--- src/pkg/sfb_pkg.sv ---
// constants, opcodes and state codes of the serial flash bus front end
// assumes a 250 MHz system clock sampling all pins
package sfb_pkg;

    localparam int unsigned SFB_CLK_PERIOD_PS = 4000;
    // software reset recovery time, ns
    localparam int unsigned SFB_SW_RST_TIME_NS = 30000;
    localparam int unsigned SFB_SW_RST_CYC =
        (SFB_SW_RST_TIME_NS * 1000 + SFB_CLK_PERIOD_PS - 1) /
        SFB_CLK_PERIOD_PS;

    localparam logic [7:0] SFB_OP_RST_EN = 8'h66;
    localparam logic [7:0] SFB_OP_RST = 8'h99;
    localparam logic [7:0] SFB_OP_QPI_ON = 8'h38;
    localparam logic [7:0] SFB_OP_QPI_OFF = 8'hff;
    localparam logic [7:0] SFB_OP_A4_ON = 8'hb7;
    localparam logic [7:0] SFB_OP_A4_OFF = 8'he9;
    localparam logic [7:0] SFB_OP_RD_DO = 8'h3b;
    localparam logic [7:0] SFB_OP_RD_DIO = 8'hbb;
    localparam logic [7:0] SFB_OP_RD_QO = 8'h6b;
    localparam logic [7:0] SFB_OP_RD_QIO = 8'heb;
    localparam logic [7:0] SFB_OP_RD_QW = 8'he7;
    localparam logic [7:0] SFB_OP_RD_QOW = 8'he3;

    localparam logic [5:0] SFB_OPC_BITS = 6'h08;
    localparam logic [5:0] SFB_BYTE_BITS = 6'h08;
    localparam logic [5:0] SFB_A3_BITS = 6'h18;
    localparam logic [5:0] SFB_A4_BITS = 6'h20;

    localparam logic [2:0] SFB_LN1 = 3'h1;
    localparam logic [2:0] SFB_LN2 = 3'h2;
    localparam logic [2:0] SFB_LN4 = 3'h4;

    // pins after reset: reset pin high, select high, clock high, io high
    localparam logic [6:0] SFB_PIN_RST = 7'h7f;
    localparam logic SFB_QPI_RST = 1'b0;

    typedef enum logic [4:0] {
        SFB_ST_IDLE = 5'b00001,
        SFB_ST_OPC = 5'b00010,
        SFB_ST_ADDR = 5'b00100,
        SFB_ST_DATA = 5'b01000,
        SFB_ST_RST = 5'b10000
    } sfb_state_t;

endpackage

--- src/hw/sfb_bus_if.sv ---
// pin front end of a serial flash: select, lanes, pause, modes, resets
// assumes spi clock and pins oversampled by a much faster system clock
//
// Overview of operation
// RL1 - select high: deselected, all lanes released
// RL2 - nothing accepted before first select falling edge
// RL3 - single lane: sample rising, drive falling
// RL4 - dual/quad: lanes bidirectional, same edge rules
// RL5 - quad only with quad enable; lanes 2,3
// RL6 - write protect low blocks status writes
// RL7 - pause begins with clock low
// RL8 - pause ends with clock low
// RL9 - pause: outputs released, inputs ignored, state kept
// RL10 - host keeps select low during pause
// RL11 - no pause when quad enable set
// RL12 - spi modes 0 and 3 supported
// RL13 - 3b/bb reads use two lanes
// RL14 - 6b/eb/e7/e3 reads use four lanes
// RL15 - 38h enters, ffh leaves four-wire command mode
// RL16 - four-wire mode: opcode in two clocks
// RL17 - power-up and soft reset: plain spi mode
// RL18 - power-up address width from strap bit
// RL19 - b7h/e9h set width, shown on status
// RL20 - 3-byte mode: extended register gives top bits
// RL21 - 66h then 99h: reset, busy 30 us
// RL22 - pin 3 selects pause or reset
// RL23 - reset input low: power-on state, priority
`timescale 1ns/1ps
module sfb_bus_if
    import sfb_pkg::*;
#(
    parameter int unsigned SW_RST_CYCLES = SFB_SW_RST_CYC
)
(
    input wire logic clock,
    input wire logic rst_n,
    input wire logic spi_clk,
    input wire logic cs_n,
    input wire logic [3:0] io_i,
    output logic [3:0] io_o,
    output logic [3:0] io_oe,
    input wire logic reset_pin_n,
    input wire logic quad_io_enable_bit,
    input wire logic pin3_function_select,
    input wire logic powerup_addr_width_bit,
    input wire logic protect_cfg_bit,
    input wire logic [7:0] ext_addr_reg,
    input wire logic [7:0] tx_byte,
    output logic tx_take,
    output logic cmd_valid,
    output logic [7:0] cmd_opcode,
    output logic addr_valid,
    output logic [31:0] addr_out,
    output logic rx_valid,
    output logic [7:0] rx_byte,
    output logic four_wire_command_mode,
    output logic current_addr_width_bit,
    output logic status_write_block,
    output logic device_resetting
);

    ////////////////////////////////////////////////////////////////////////
    // pin synchronisers and edge finding

    logic [6:0] pin_s;
    logic [3:0] io_s;
    logic clk_s, cs_n_s, rstp_s;
    logic clk_d_r, cs_d_r;
    logic clk_rise, clk_fall, cs_fall;

    sfb_sync #(.W(7), .RST_VAL(SFB_PIN_RST)) u_sync (
        .clock(clock),
        .rst_n(rst_n),
        .d({reset_pin_n, cs_n, spi_clk, io_i}),
        .q(pin_s)
    );

    assign io_s = pin_s[3:0];
    assign clk_s = pin_s[4];
    assign cs_n_s = pin_s[5];
    assign rstp_s = pin_s[6];
    // RL12 either idle level
    assign clk_rise = clk_s & ~clk_d_r;
    assign clk_fall = ~clk_s & clk_d_r;
    assign cs_fall = ~cs_n_s & cs_d_r;

    ////////////////////////////////////////////////////////////////////////
    // pause, resets, qualification

    sfb_state_t state_r, state_nxt;
    logic [12:0] rcnt_r;
    logic armed_r, pause_r, qpi_r, addr4_r, rst_arm_r;
    logic pause_en, pause_nxt, hw_rst, active, rise_ev, fall_ev;

    // RL11 pause on pin 3
    assign pause_en = ~quad_io_enable_bit & ~pin3_function_select & ~cs_n_s;
    // RL22 pin 3 reset
    assign hw_rst = ~rstp_s |
        (~quad_io_enable_bit & pin3_function_select & ~io_s[3]);
    // RL7 RL8 pause follows pin while clock low
    assign pause_nxt = pause_en & (clk_s ? pause_r : ~io_s[3]);
    // RL9 edges ignored while paused
    assign active = ~cs_n_s & armed_r & ~pause_r & ~hw_rst;
    assign rise_ev = clk_rise & active;
    assign fall_ev = clk_fall & active;

    ////////////////////////////////////////////////////////////////////////
    // input shifter

    logic st_idle, st_opc, st_addr, st_data, st_rst;
    logic [2:0] in_ln, addr_ln_r, data_ln_r;
    logic [31:0] sh_r, sh_nxt;
    logic [5:0] cnt_r, cnt_inc, ph_len;
    logic dout_r, shifting, ph_done;

    assign st_idle = state_r == SFB_ST_IDLE;
    assign st_opc = state_r == SFB_ST_OPC;
    assign st_addr = state_r == SFB_ST_ADDR;
    assign st_data = state_r == SFB_ST_DATA;
    assign st_rst = state_r == SFB_ST_RST;
    // RL16 four lanes for opcode
    assign in_ln = st_opc ? (qpi_r ? SFB_LN4 : SFB_LN1) :
        (st_addr ? addr_ln_r : data_ln_r);
    // RL3 RL4 sample on rising
    assign sh_nxt = (in_ln == SFB_LN4) ? {sh_r[27:0], io_s} :
        (in_ln == SFB_LN2) ? {sh_r[29:0], io_s[1:0]} : {sh_r[30:0], io_s[0]};
    assign cnt_inc = cnt_r + {3'h0, in_ln};
    assign ph_len = st_opc ? SFB_OPC_BITS : st_addr ?
        (addr4_r ? SFB_A4_BITS : SFB_A3_BITS) : SFB_BYTE_BITS;
    assign shifting = rise_ev & (st_opc | st_addr | (st_data & ~dout_r));
    assign ph_done = shifting & (cnt_inc == ph_len);

    ////////////////////////////////////////////////////////////////////////
    // opcode decode

    logic [7:0] opc;
    logic op_act, op_dual, op_quad, op_rd_ok, op_ctl, sw_go;
    logic [2:0] nx_addr_ln, nx_data_ln;

    assign opc = sh_nxt[7:0];
    assign op_act = ph_done & st_opc;
    // RL13 dual reads
    assign op_dual = (opc == SFB_OP_RD_DO) | (opc == SFB_OP_RD_DIO);
    assign op_quad = (opc == SFB_OP_RD_QO) | (opc == SFB_OP_RD_QIO) |
        (opc == SFB_OP_RD_QW) | (opc == SFB_OP_RD_QOW);
    // RL5 RL14 quad reads need quad enable
    assign op_rd_ok = op_dual | (op_quad & quad_io_enable_bit);
    assign op_ctl = (opc == SFB_OP_RST_EN) | (opc == SFB_OP_RST) |
        (opc == SFB_OP_QPI_ON) | (opc == SFB_OP_QPI_OFF) |
        (opc == SFB_OP_A4_ON) | (opc == SFB_OP_A4_OFF);
    // RL21 enable then reset, back to back
    assign sw_go = op_act & (opc == SFB_OP_RST) & rst_arm_r;
    assign nx_addr_ln = qpi_r ? SFB_LN4 : (opc == SFB_OP_RD_DIO) ? SFB_LN2 :
        (op_quad & (opc != SFB_OP_RD_QO)) ? SFB_LN4 : SFB_LN1;
    assign nx_data_ln = qpi_r ? SFB_LN4 : op_dual ? SFB_LN2 :
        op_quad ? SFB_LN4 : SFB_LN1;

    always_comb
    begin
        state_nxt = state_r;
        case (state_r)
            SFB_ST_IDLE:
                if (cs_fall)
                    state_nxt = SFB_ST_OPC;
            SFB_ST_OPC:
                if (ph_done)
                    state_nxt = sw_go ? SFB_ST_RST : op_rd_ok ? SFB_ST_ADDR :
                        (op_ctl | op_quad) ? SFB_ST_IDLE : SFB_ST_DATA;
            SFB_ST_ADDR:
                if (ph_done)
                    state_nxt = SFB_ST_DATA;
            SFB_ST_DATA:
                state_nxt = SFB_ST_DATA;
            SFB_ST_RST:
                if (rcnt_r == 13'h0000)
                    state_nxt = SFB_ST_IDLE;
            default:
                state_nxt = SFB_ST_IDLE;
        endcase
        // RL10 select high drops the instruction
        if (cs_n_s & ~st_rst)
            state_nxt = SFB_ST_IDLE;
        // RL23 reset input wins over all
        if (hw_rst)
            state_nxt = SFB_ST_IDLE;
    end

    ////////////////////////////////////////////////////////////////////////
    // mode flags

    logic pwr_rst, qpi_nxt, addr4_nxt, rst_arm_nxt, armed_nxt;

    assign pwr_rst = hw_rst | sw_go;
    // RL15 RL17 four-wire mode entry and exit
    assign qpi_nxt = pwr_rst ? SFB_QPI_RST :
        (op_act & (opc == SFB_OP_QPI_ON) & quad_io_enable_bit) ? 1'b1 :
        (op_act & (opc == SFB_OP_QPI_OFF)) ? 1'b0 : qpi_r;
    // RL18 RL19 address width
    assign addr4_nxt = pwr_rst ? powerup_addr_width_bit :
        (op_act & (opc == SFB_OP_A4_ON)) ? 1'b1 :
        (op_act & (opc == SFB_OP_A4_OFF)) ? 1'b0 : addr4_r;
    assign rst_arm_nxt = pwr_rst ? 1'b0 :
        op_act ? (opc == SFB_OP_RST_EN) : rst_arm_r;
    // RL2 arm on select falling edge
    assign armed_nxt = pwr_rst ? 1'b0 : cs_fall ? 1'b1 : armed_r;

    always_ff @(posedge clock)
    begin
        if (!rst_n)
        begin
            state_r <= SFB_ST_IDLE;
            clk_d_r <= 1'b1;
            cs_d_r <= 1'b1;
            armed_r <= 1'b0;
            pause_r <= 1'b0;
            qpi_r <= SFB_QPI_RST;
            addr4_r <= powerup_addr_width_bit;
            rst_arm_r <= 1'b0;
        end
        else
        begin
            state_r <= state_nxt;
            clk_d_r <= clk_s;
            cs_d_r <= cs_n_s;
            armed_r <= armed_nxt;
            pause_r <= pause_nxt;
            qpi_r <= qpi_nxt;
            addr4_r <= addr4_nxt;
            rst_arm_r <= rst_arm_nxt;
        end
    end

    ////////////////////////////////////////////////////////////////////////
    // output shifter

    logic [2:0] ocnt_r;
    logic [7:0] tx_sh_r, tx_cur;
    logic out_go;
    logic [3:0] oe_mask, oe_nxt, io_nxt;

    // RL3 RL4 drive on falling
    assign out_go = fall_ev & st_data & dout_r;
    assign tx_cur = (ocnt_r == 3'h0) ? tx_byte : tx_sh_r;
    assign oe_mask = (data_ln_r == SFB_LN4) ? 4'hf :
        (data_ln_r == SFB_LN2) ? 4'h3 : 4'h2;
    // RL1 RL9 lanes released when deselected or paused
    assign oe_nxt = (st_data & dout_r & ~cs_n_s & ~pause_nxt & ~hw_rst) ?
        oe_mask : 4'h0;
    assign io_nxt = (data_ln_r == SFB_LN4) ? tx_cur[7:4] :
        (data_ln_r == SFB_LN2) ? {2'b00, tx_cur[7:6]} :
        {2'b00, tx_cur[7], 1'b0};

    always_ff @(posedge clock)
    begin
        if (!rst_n)
        begin
            sh_r <= 32'h00000000;
            cnt_r <= 6'h00;
            addr_ln_r <= SFB_LN1;
            data_ln_r <= SFB_LN1;
            dout_r <= 1'b0;
            ocnt_r <= 3'h0;
            tx_sh_r <= 8'h00;
            rcnt_r <= 13'h0000;
        end
        else
        begin
            sh_r <= shifting ? sh_nxt : sh_r;
            cnt_r <= (ph_done | st_idle | st_rst) ? 6'h00 :
                shifting ? cnt_inc : cnt_r;
            addr_ln_r <= op_act ? nx_addr_ln : addr_ln_r;
            data_ln_r <= op_act ? nx_data_ln : data_ln_r;
            dout_r <= op_act ? 1'b0 : (ph_done & st_addr) ? 1'b1 : dout_r;
            ocnt_r <= ~st_data ? 3'h0 : out_go ? ocnt_r + data_ln_r : ocnt_r;
            tx_sh_r <= out_go ? 8'(tx_cur << data_ln_r) : tx_sh_r;
            // RL21 busy count
            rcnt_r <= sw_go ? 13'(SW_RST_CYCLES - 1) :
                (st_rst & (rcnt_r != 13'h0000)) ? rcnt_r - 13'h0001 : rcnt_r;
        end
    end

    ////////////////////////////////////////////////////////////////////////
    // registered outputs

    always_ff @(posedge clock)
    begin
        if (!rst_n)
        begin
            io_o <= 4'h0;
            io_oe <= 4'h0;
            tx_take <= 1'b0;
            cmd_valid <= 1'b0;
            cmd_opcode <= 8'h00;
            addr_valid <= 1'b0;
            addr_out <= 32'h00000000;
            rx_valid <= 1'b0;
            rx_byte <= 8'h00;
            status_write_block <= 1'b0;
            device_resetting <= 1'b0;
        end
        else
        begin
            io_o <= out_go ? io_nxt : io_o;
            io_oe <= oe_nxt;
            tx_take <= out_go & (ocnt_r == 3'h0);
            cmd_valid <= op_act;
            cmd_opcode <= op_act ? opc : cmd_opcode;
            addr_valid <= ph_done & st_addr;
            // RL20 extended register on top
            addr_out <= ~(ph_done & st_addr) ? addr_out :
                addr4_r ? sh_nxt : {ext_addr_reg, sh_nxt[23:0]};
            rx_valid <= ph_done & st_data;
            rx_byte <= (ph_done & st_data) ? sh_nxt[7:0] : rx_byte;
            // RL6 protect pin unused in quad
            status_write_block <= ~quad_io_enable_bit & ~io_s[2] &
                protect_cfg_bit;
            device_resetting <= hw_rst | (state_nxt == SFB_ST_RST);
        end
    end

    assign four_wire_command_mode = qpi_r;
    assign current_addr_width_bit = addr4_r;
endmodule

--- src/hw/sfb_sync.sv ---
// two flip-flop synchroniser for a group of pin inputs
// assumes the inputs are asynchronous to clock
`timescale 1ns/1ps
module sfb_sync #(
    parameter int unsigned W = 1,
    parameter logic [W-1:0] RST_VAL = '0
)
(
    input wire logic clock,
    input wire logic rst_n,
    input wire logic [W-1:0] d,
    output logic [W-1:0] q
);

    logic [W-1:0] meta_r;

    always_ff @(posedge clock)
    begin
        if (!rst_n)
        begin
            meta_r <= RST_VAL;
            q <= RST_VAL;
        end
        else
        begin
            meta_r <= d;
            q <= meta_r;
        end
    end

endmodule

--- config.mk ---
export PLATFORM = sky130hd
export DESIGN_NAME = sfb_bus_if
export DESIGN_NICKNAME = d
export VERILOG_FILES = /design/src/pkg/sfb_pkg.sv /design/src/hw/sfb_bus_if.sv /design/src/hw/sfb_sync.sv
export SDC_FILE = /design/constraint.sdc
export NUM_CORES = 1
export LEC_CHECK = 0
export BUFFER_PORTS_ARGS = -buffer_cell sky130_fd_sc_hd__buf_2
export CORE_UTILIZATION = 40
export DETAILED_ROUTE_END_ITERATION = 7
export PLACE_DENSITY = 0.57
export SYNTH_ARGS = -nofsm -noshare
export SYNTH_HDL_FRONTEND = slang
export SYNTH_HIERARCHICAL = 1
export SYNTH_SLANG_ARGS = --single-unit
--- constraint.sdc ---
create_clock -name clock -period 4.81 [get_ports clock]
set_clock_uncertainty 0.05 [all_clocks]
set_input_delay 0.962 -clock clock [delete_from_list [all_inputs] [get_ports clock]]
set_output_delay 0.962 -clock clock [all_outputs]
set_load 0.02 [all_outputs]
* Word level (Yosys, flattened, before mapping)
Cells that the tools add are included.
** Storage, ports and cells
- Register bits after elaboration :: 156
- Bits of input ports :: 29
- Output and inout port bits :: 64
- Word-level logic and storage cells :: 180
** Cells by class
- Add/subtract/negate cells :: 3
- Equality and inequality tests :: 25
- Shift operators :: 1
- Mux-type cells :: 39
- Bitwise operators :: 71
- Reductions and logical operators :: 11
** Operators with widths (number)
- 32-bit 2-to-1 mux :: 3
- 8-bit == test (second input constant) :: 8
- 1-bit AND :: 39
- 5-bit 2-to-1 mux :: 7
- 3-bit 2-to-1 mux :: 9
- 13-bit 2-to-1 mux :: 2
- 5-bit one-hot mux with 5 select lines :: 1
- 6-bit 2-to-1 mux :: 3
- 1-bit bitwise OR :: 18
- 8-bit by 6-bit == test with 1-bit output (second input constant) :: 2
- 8-bit by 7-bit == test with 1-bit output (second input constant) :: 2
- 4-bit 2-to-1 mux :: 4
- 1-bit inverter :: 14
- 13-bit zero test :: 1
- 13-bit nonzero test :: 1
- 13-bit by 1-bit subtractor with 13-bit output (second input constant) :: 1
- 5-bit == test (second input constant) :: 2
- 1-bit 2-to-1 mux :: 9
- 8-bit 2-to-1 mux :: 1
- 8-bit by 7-bit inequality test with 1-bit output (second input constant) :: 1
- 2-bit OR reduction :: 4
- 8-bit by 3-bit left shift with 8-bit output :: 1
- 6-bit by 3-bit adder with 6-bit output :: 1
- 3-bit by 2-bit == test with 1-bit output (second input constant) :: 2
- other kinds (11) :: 14

* Longest topological paths before layout
- Depth in word-level cells :: 22
- Depth in mapped cells :: 19
- Gate-level depth less buffers :: 16

* Hierarchy
The synthesis kept the hierarchy.
** Modules (own cells, without submodules)
- sfb_bus_if :: times used 1, cells an instance 847, area each 6998.0 sq um, sequential area each 2832.7 sq um
- sfb_sync :: times used 1, cells an instance 29, area each 391.6 sq um, sequential area each 280.3 sq um

* Worst setup path after synthesis
OpenSTA, ideal clock, no wires.
- Path kind :: flip-flop to flip-flop
- Start :: reg state_r[3]
- End :: reg addr4_r (netlist: current_addr_width_bit) (data pin)
- Setup time :: 262 ps
- Arrival time :: 4027 ps
- Data required time :: 4498 ps
- Slack :: 471 ps
- Cell stages (with the launch flop) :: 18
- Buffers on the path :: 1
- Period minus slack after synthesis :: 4339 ps
- Path through :: dfxtp_1 > buf_2 > nor3_2 > nand2_2 > a221oi_2 > inv_1 > ha_1 > fa_1 > a21o_1 > and3_1 > a21oi_1 > o21ai_0 > mux2_2 > nor3_1 > nor3b_2 > inv_1 > o21ai_4 > mux2_1
** On the way
- Word-level cells in the longest chain between the ends :: 12
- Elaborated cells on any way between the ends :: 28
- Classes of those cells :: 1 x add/sub; 8 x eq/ne; 9 x mux; 10 x bitwise
** Ends and longest elaborated chain
- start: declaration :: line sfb_bus_if.sv:90 : sfb_state_t state_r, state_nxt;
- start signal: assignment :: line sfb_bus_if.sv:222 : state_r <= state_nxt;
- 5-bit by 3-bit == test with 1-bit output :: line sfb_bus_if.sv:118 : assign st_addr = state_r == SFB_ST_ADDR;
- 3-bit 2-to-1 mux :: line sfb_bus_if.sv:123 : (st_addr ? addr_ln_r : data_ln_r);
- 3-bit 2-to-1 mux :: line sfb_bus_if.sv:122 : assign in_ln = st_opc ? (qpi_r ? SFB_LN4 : SFB_LN1) :
- 6-bit by 3-bit adder with 6-bit output / 3-bit by 2-bit == test with 1-bit output (equally long branches) :: line sfb_bus_if.sv:127, sfb_bus_if.sv:126
- 6-bit == test / 32-bit 2-to-1 mux (equally long branches) :: line sfb_bus_if.sv:131, sfb_bus_if.sv:126
- 1-bit AND / 32-bit 2-to-1 mux (equally long branches) :: line sfb_bus_if.sv:131, sfb_bus_if.sv:125
- 1-bit AND / 8-bit == test (equally long branches) :: line sfb_bus_if.sv:141, sfb_bus_if.sv:152
- 1-bit AND (2 in a row) :: line sfb_bus_if.sv:152 : assign sw_go = op_act & (opc == SFB_OP_RST) & rst_arm_r;
- 1-bit bitwise OR :: line sfb_bus_if.sv:193 : assign pwr_rst = hw_rst | sw_go;
- 1-bit 2-to-1 mux * :: line sfb_bus_if.sv:199 : assign addr4_nxt = pwr_rst ? powerup_addr_width_bit :
- 1-bit 2-to-1 mux * :: line sfb_bus_if.sv:209 : if (!rst_n)
- end signal: assignment :: line sfb_bus_if.sv:217 : addr4_r <= powerup_addr_width_bit;
- end signal: assignment :: line sfb_bus_if.sv:228 : addr4_r <= addr4_nxt;
- end: declaration :: line sfb_bus_if.sv:92 : logic armed_r, pause_r, qpi_r, addr4_r, rst_arm_r;
Mark *: on every way between the ends. The rest lies on a longest branch, timed or not.
A chain may end at the register's enable or synchronous reset.

* Worst setup path after layout
- Start :: reg state_r[2]
- End :: reg addr4_r (netlist: current_addr_width_bit) (data pin)
The elaborated chain is that of the path after synthesis.

==> metrics.txt <==
First DRT Iteration DRCs=around 460; TritonCTS clock tree=done; status=finished, final reports clean; number of clock sinks=155; pin slew with the least headroom to its limit=a little under 1000 ps; clock insertion delay at the later pin of the skew report=about 420 ps; number of failing hold endpoints at the final stage=0; RD Place Congestion=0.860; Layout Area Growth over Synthesis=17.1%; number of buffers created by CTS=17; via count of the first global-routing pass=about 5.6k; setup TNS=0 ps; Syn Inst Count=between 800 and 900; top-level port count=93; Clk Tree Root Cell=clkbuf_16; Post-synth EDFFs=1; synthesized area per cell=around 8.4 µm²; fin worst setup slack=between 300 and 400 ps; minimum period implied by the final worst setup slack=approximately 4500 ps; area enclosed by the die boundary=between 15,000 and 20,000 µm²; classification of the worst-slack hold path=reg -> reg; CTS hold repair buffers=0; number of unique standard cell types used by synthesis=73; commonest register cell after synthesis=dfxtp_1; Die X=about 140 µm; post-synthesis sequential area ratio=around 42%; detailed placer's ending HPWL=about 13,000 µm; Reg clk slew, reported paths=roughly 60 ps; worst path arrival time=~4600 ps; Port Buffer Count=between 90 and 100; site row count=~50; first-pass detailed-route iteration total=5; cell mode on critical path=inv_1; FILL cells=between 1.5k and 2k; Core Region=~18,000 µm²; worst slew margin relative to its limit=between 30% and 40%; average wire per standard cell=~16 µm; power density over cell area=329 nW/µm²; GR Util met3=under 10%; area leader, netlist=dfxtp_1; final routed DRC violation total=0; netlist area before placement=7390 µm²; first-pass GRT wire length=29,800 µm; M1 GR Usage=between 20% and 30%; Worst path max stage delay=560 ps; global routing's busiest layer=met2; async set or reset register ratio after synthesis=0%; maximum clock rate=~220 MHz; Final Max Slew Viols=0; share of the clock period used by the worst path=slightly above 90%; nets@finish=983; fraction of layout instances using a drive strength above 1=between 15 and 20%; sum of routed wire length over all layers=18,600 µm; Worst Path Required=slightly below 5000 ps; Leak Pwr=about 3.4 nW; CP Class=reg -> reg; fraction of met2 tracks used by global routing=between 20 and 30%; antenna cell count=0; initial cell density of the core=about two fifths; via/cell ratio=between 5 and 6; pre-CTS setup slack=between 200 and 250 ps; final setup vio count=0; unrepaired setup endpoints after global routing=no; largest net degree at the start of global routing=85; remaining antenna violation count after routing=0; maximum vdd drop=around 0.22 mV; die height=roughly 140 µm; global-route usage over all layers=roughly 20%; slowest stage cell on the critical path=dfxtp_1; maximum root-to-sink buffer count=2; ranking of synthesized cells by area=dfxtp_1, mux2i_1, nor2_1; syn nets=913; Critical Path Sink Type=flop; cells along the critical path=or3b_1, nor3_4, a221oi_2, inv_1, ha_1, fa_1, a21o_1, and3_1, a21oi_1, o21ai_0, mux2_2, nor3_2, nor3b_2, inv_1, o21ai_4, mux2_1; yosys warns=6; detailed-route via count=approximately 6.2k; flops & latches, synth=between 150 and 200; launching element type of the critical path=flop; GRT Residual Overflow=0; biggest fanout along the worst timing path=10; number of antenna violations at the first check in global routing=0; top-area cell type share of the netlist area=about two fifths; H-tree Lvls=4; maxcap violations=0
## through the flow
step | area [µm²] | util (%) | total power, mW | hold slack [ps] | cells
6_report | 8660 | 48.0 | 2.85 | 356 | 1187
5_1_grt | 8660 | 48.0 | 2.94 | 373 | 1187
4_1_cts | 8640 | 48.0 | 2.88 | 357 | 1187
3_5_place_dp | 8000 | 44.4 | 1.40 | 343 | 1156
3_3_place_gp | 8000 | 44.4 | 1.40 | 339 | 1156
2_1_floorplan | 7390 | - | 1.37 | 336 | 876
## critical path, delay by kind of cell (launching register included)
family / cells / cell delay, ps
compound gates: 5 / 930
fa+ha+maj: 2 / 630
buf+inv: 2 / 230
flops: 1 / 560
mux: 2 / 630
simple gates: 5 / 1210
## sequential cells by signal (all words and copies together), names as in the netlist, 3 cells and up
register	count
addr_out	32
sh_r	31
rcnt_r	13
cmd_opcode	8
rx_byte	8
tx_sh_r	8
u_sync/meta_r	7
u_sync/q	7
cnt_r	6
state_r	5
io_o	4
addr_ln_r	3
data_ln_r	3
io_oe	3
ocnt_r	3
## cell usage after synthesis (all sizes together), types with 8 or more instances
master,n
a21oi,73
nand2,123
nor2,129
a221oi,8
buf,19
clkbuf,36
nand3,15
a211oi,13
and3,15
inv,19
mux2i,84
xor2,11
nor3,30
dfxtp,154
o21ai,36
nand2b,24
## where the power goes
group	switching, mW	total (mW)	internal (mW)
clock network	0.531	1.48	0.948
registers	0.00880	1.30	1.29
logic	0.0390	0.0650	0.0260
## final cells by class
class / count / area [µm²] / share of cell area [%]
clock buffer: 21 / 460 / 5.32
clock inverter: 10 / 189 / 2.18
inverter: 19 / 71.3 / 0.824
multi-input combinational: 647 / 3960 / 45.7
sequential: 155 / 3110 / 36.0
tap: 229 / 287 / 3.31
timing repair buffer: 106 / 578 / 6.68
## cells by family (layout without fill, tap and decap cells)
kind of cell / Yosys count / count (layout) / share of synthesized area [%]
xor gates and xnor gates: 16 / 16 / 2.00
DFF: 155 / 155 / 42.1
and+or+nand+nor: 374 / 374 / 23.6
buffers and inverters: 74 / 156 / 4.61
adders and majority gates: 8 / 8 / 1.56
muxes: 87 / 87 / 11.8
AOI/OAI and AO/OA: 162 / 162 / 14.2
## timing repair
item | CTS | global route
setup buffers | 0 | 0
hold endpoints to repair | 0 | 0
resized for setup | 0 | 3
endpoints found under the setup margin | 0 | 14
## layout by cell type, fill, tap and decap left out, drive strengths merged, types with 4 or more instances in the layout
master / n
or2: 4
and3: 15
xor2: 11
nor4: 7
dfxtp: 154
o21ai: 36
nor2b: 4
a21oi: 73
bufinv: 5
nor2: 129
or3: 6
nor3: 30
buf: 106
ha: 6
nand3: 15
a211oi: 13
a221o: 5
nand4: 4
a221oi: 8
clkbuf: 21
o22ai: 4
inv: 20
mux2i: 84
nand2: 123
xnor2: 5
nand2b: 24
## routing by layer
metal  vias to the layer above  wire length, µm
li1                       3175                -
met1                      2902             9560
met2                       148             7900
met3                        24              800
met4                         0              314
met5                         -                0
## worst paths after layout
kind | start | to | slack (ps) | depth (start not counted)
setup reg to reg | state_r[2] | current_addr_width_bit | 320 | 16
setup / recovery | state_r[2] | current_addr_width_bit | 320 | 16
hold / removal | u_sync/meta_r[0] | u_sync/q[0] | 360 | 1
hold reg to reg | u_sync/meta_r[0] | u_sync/q[0] | 360 | 1
Power figures use the tool's default switching activity.
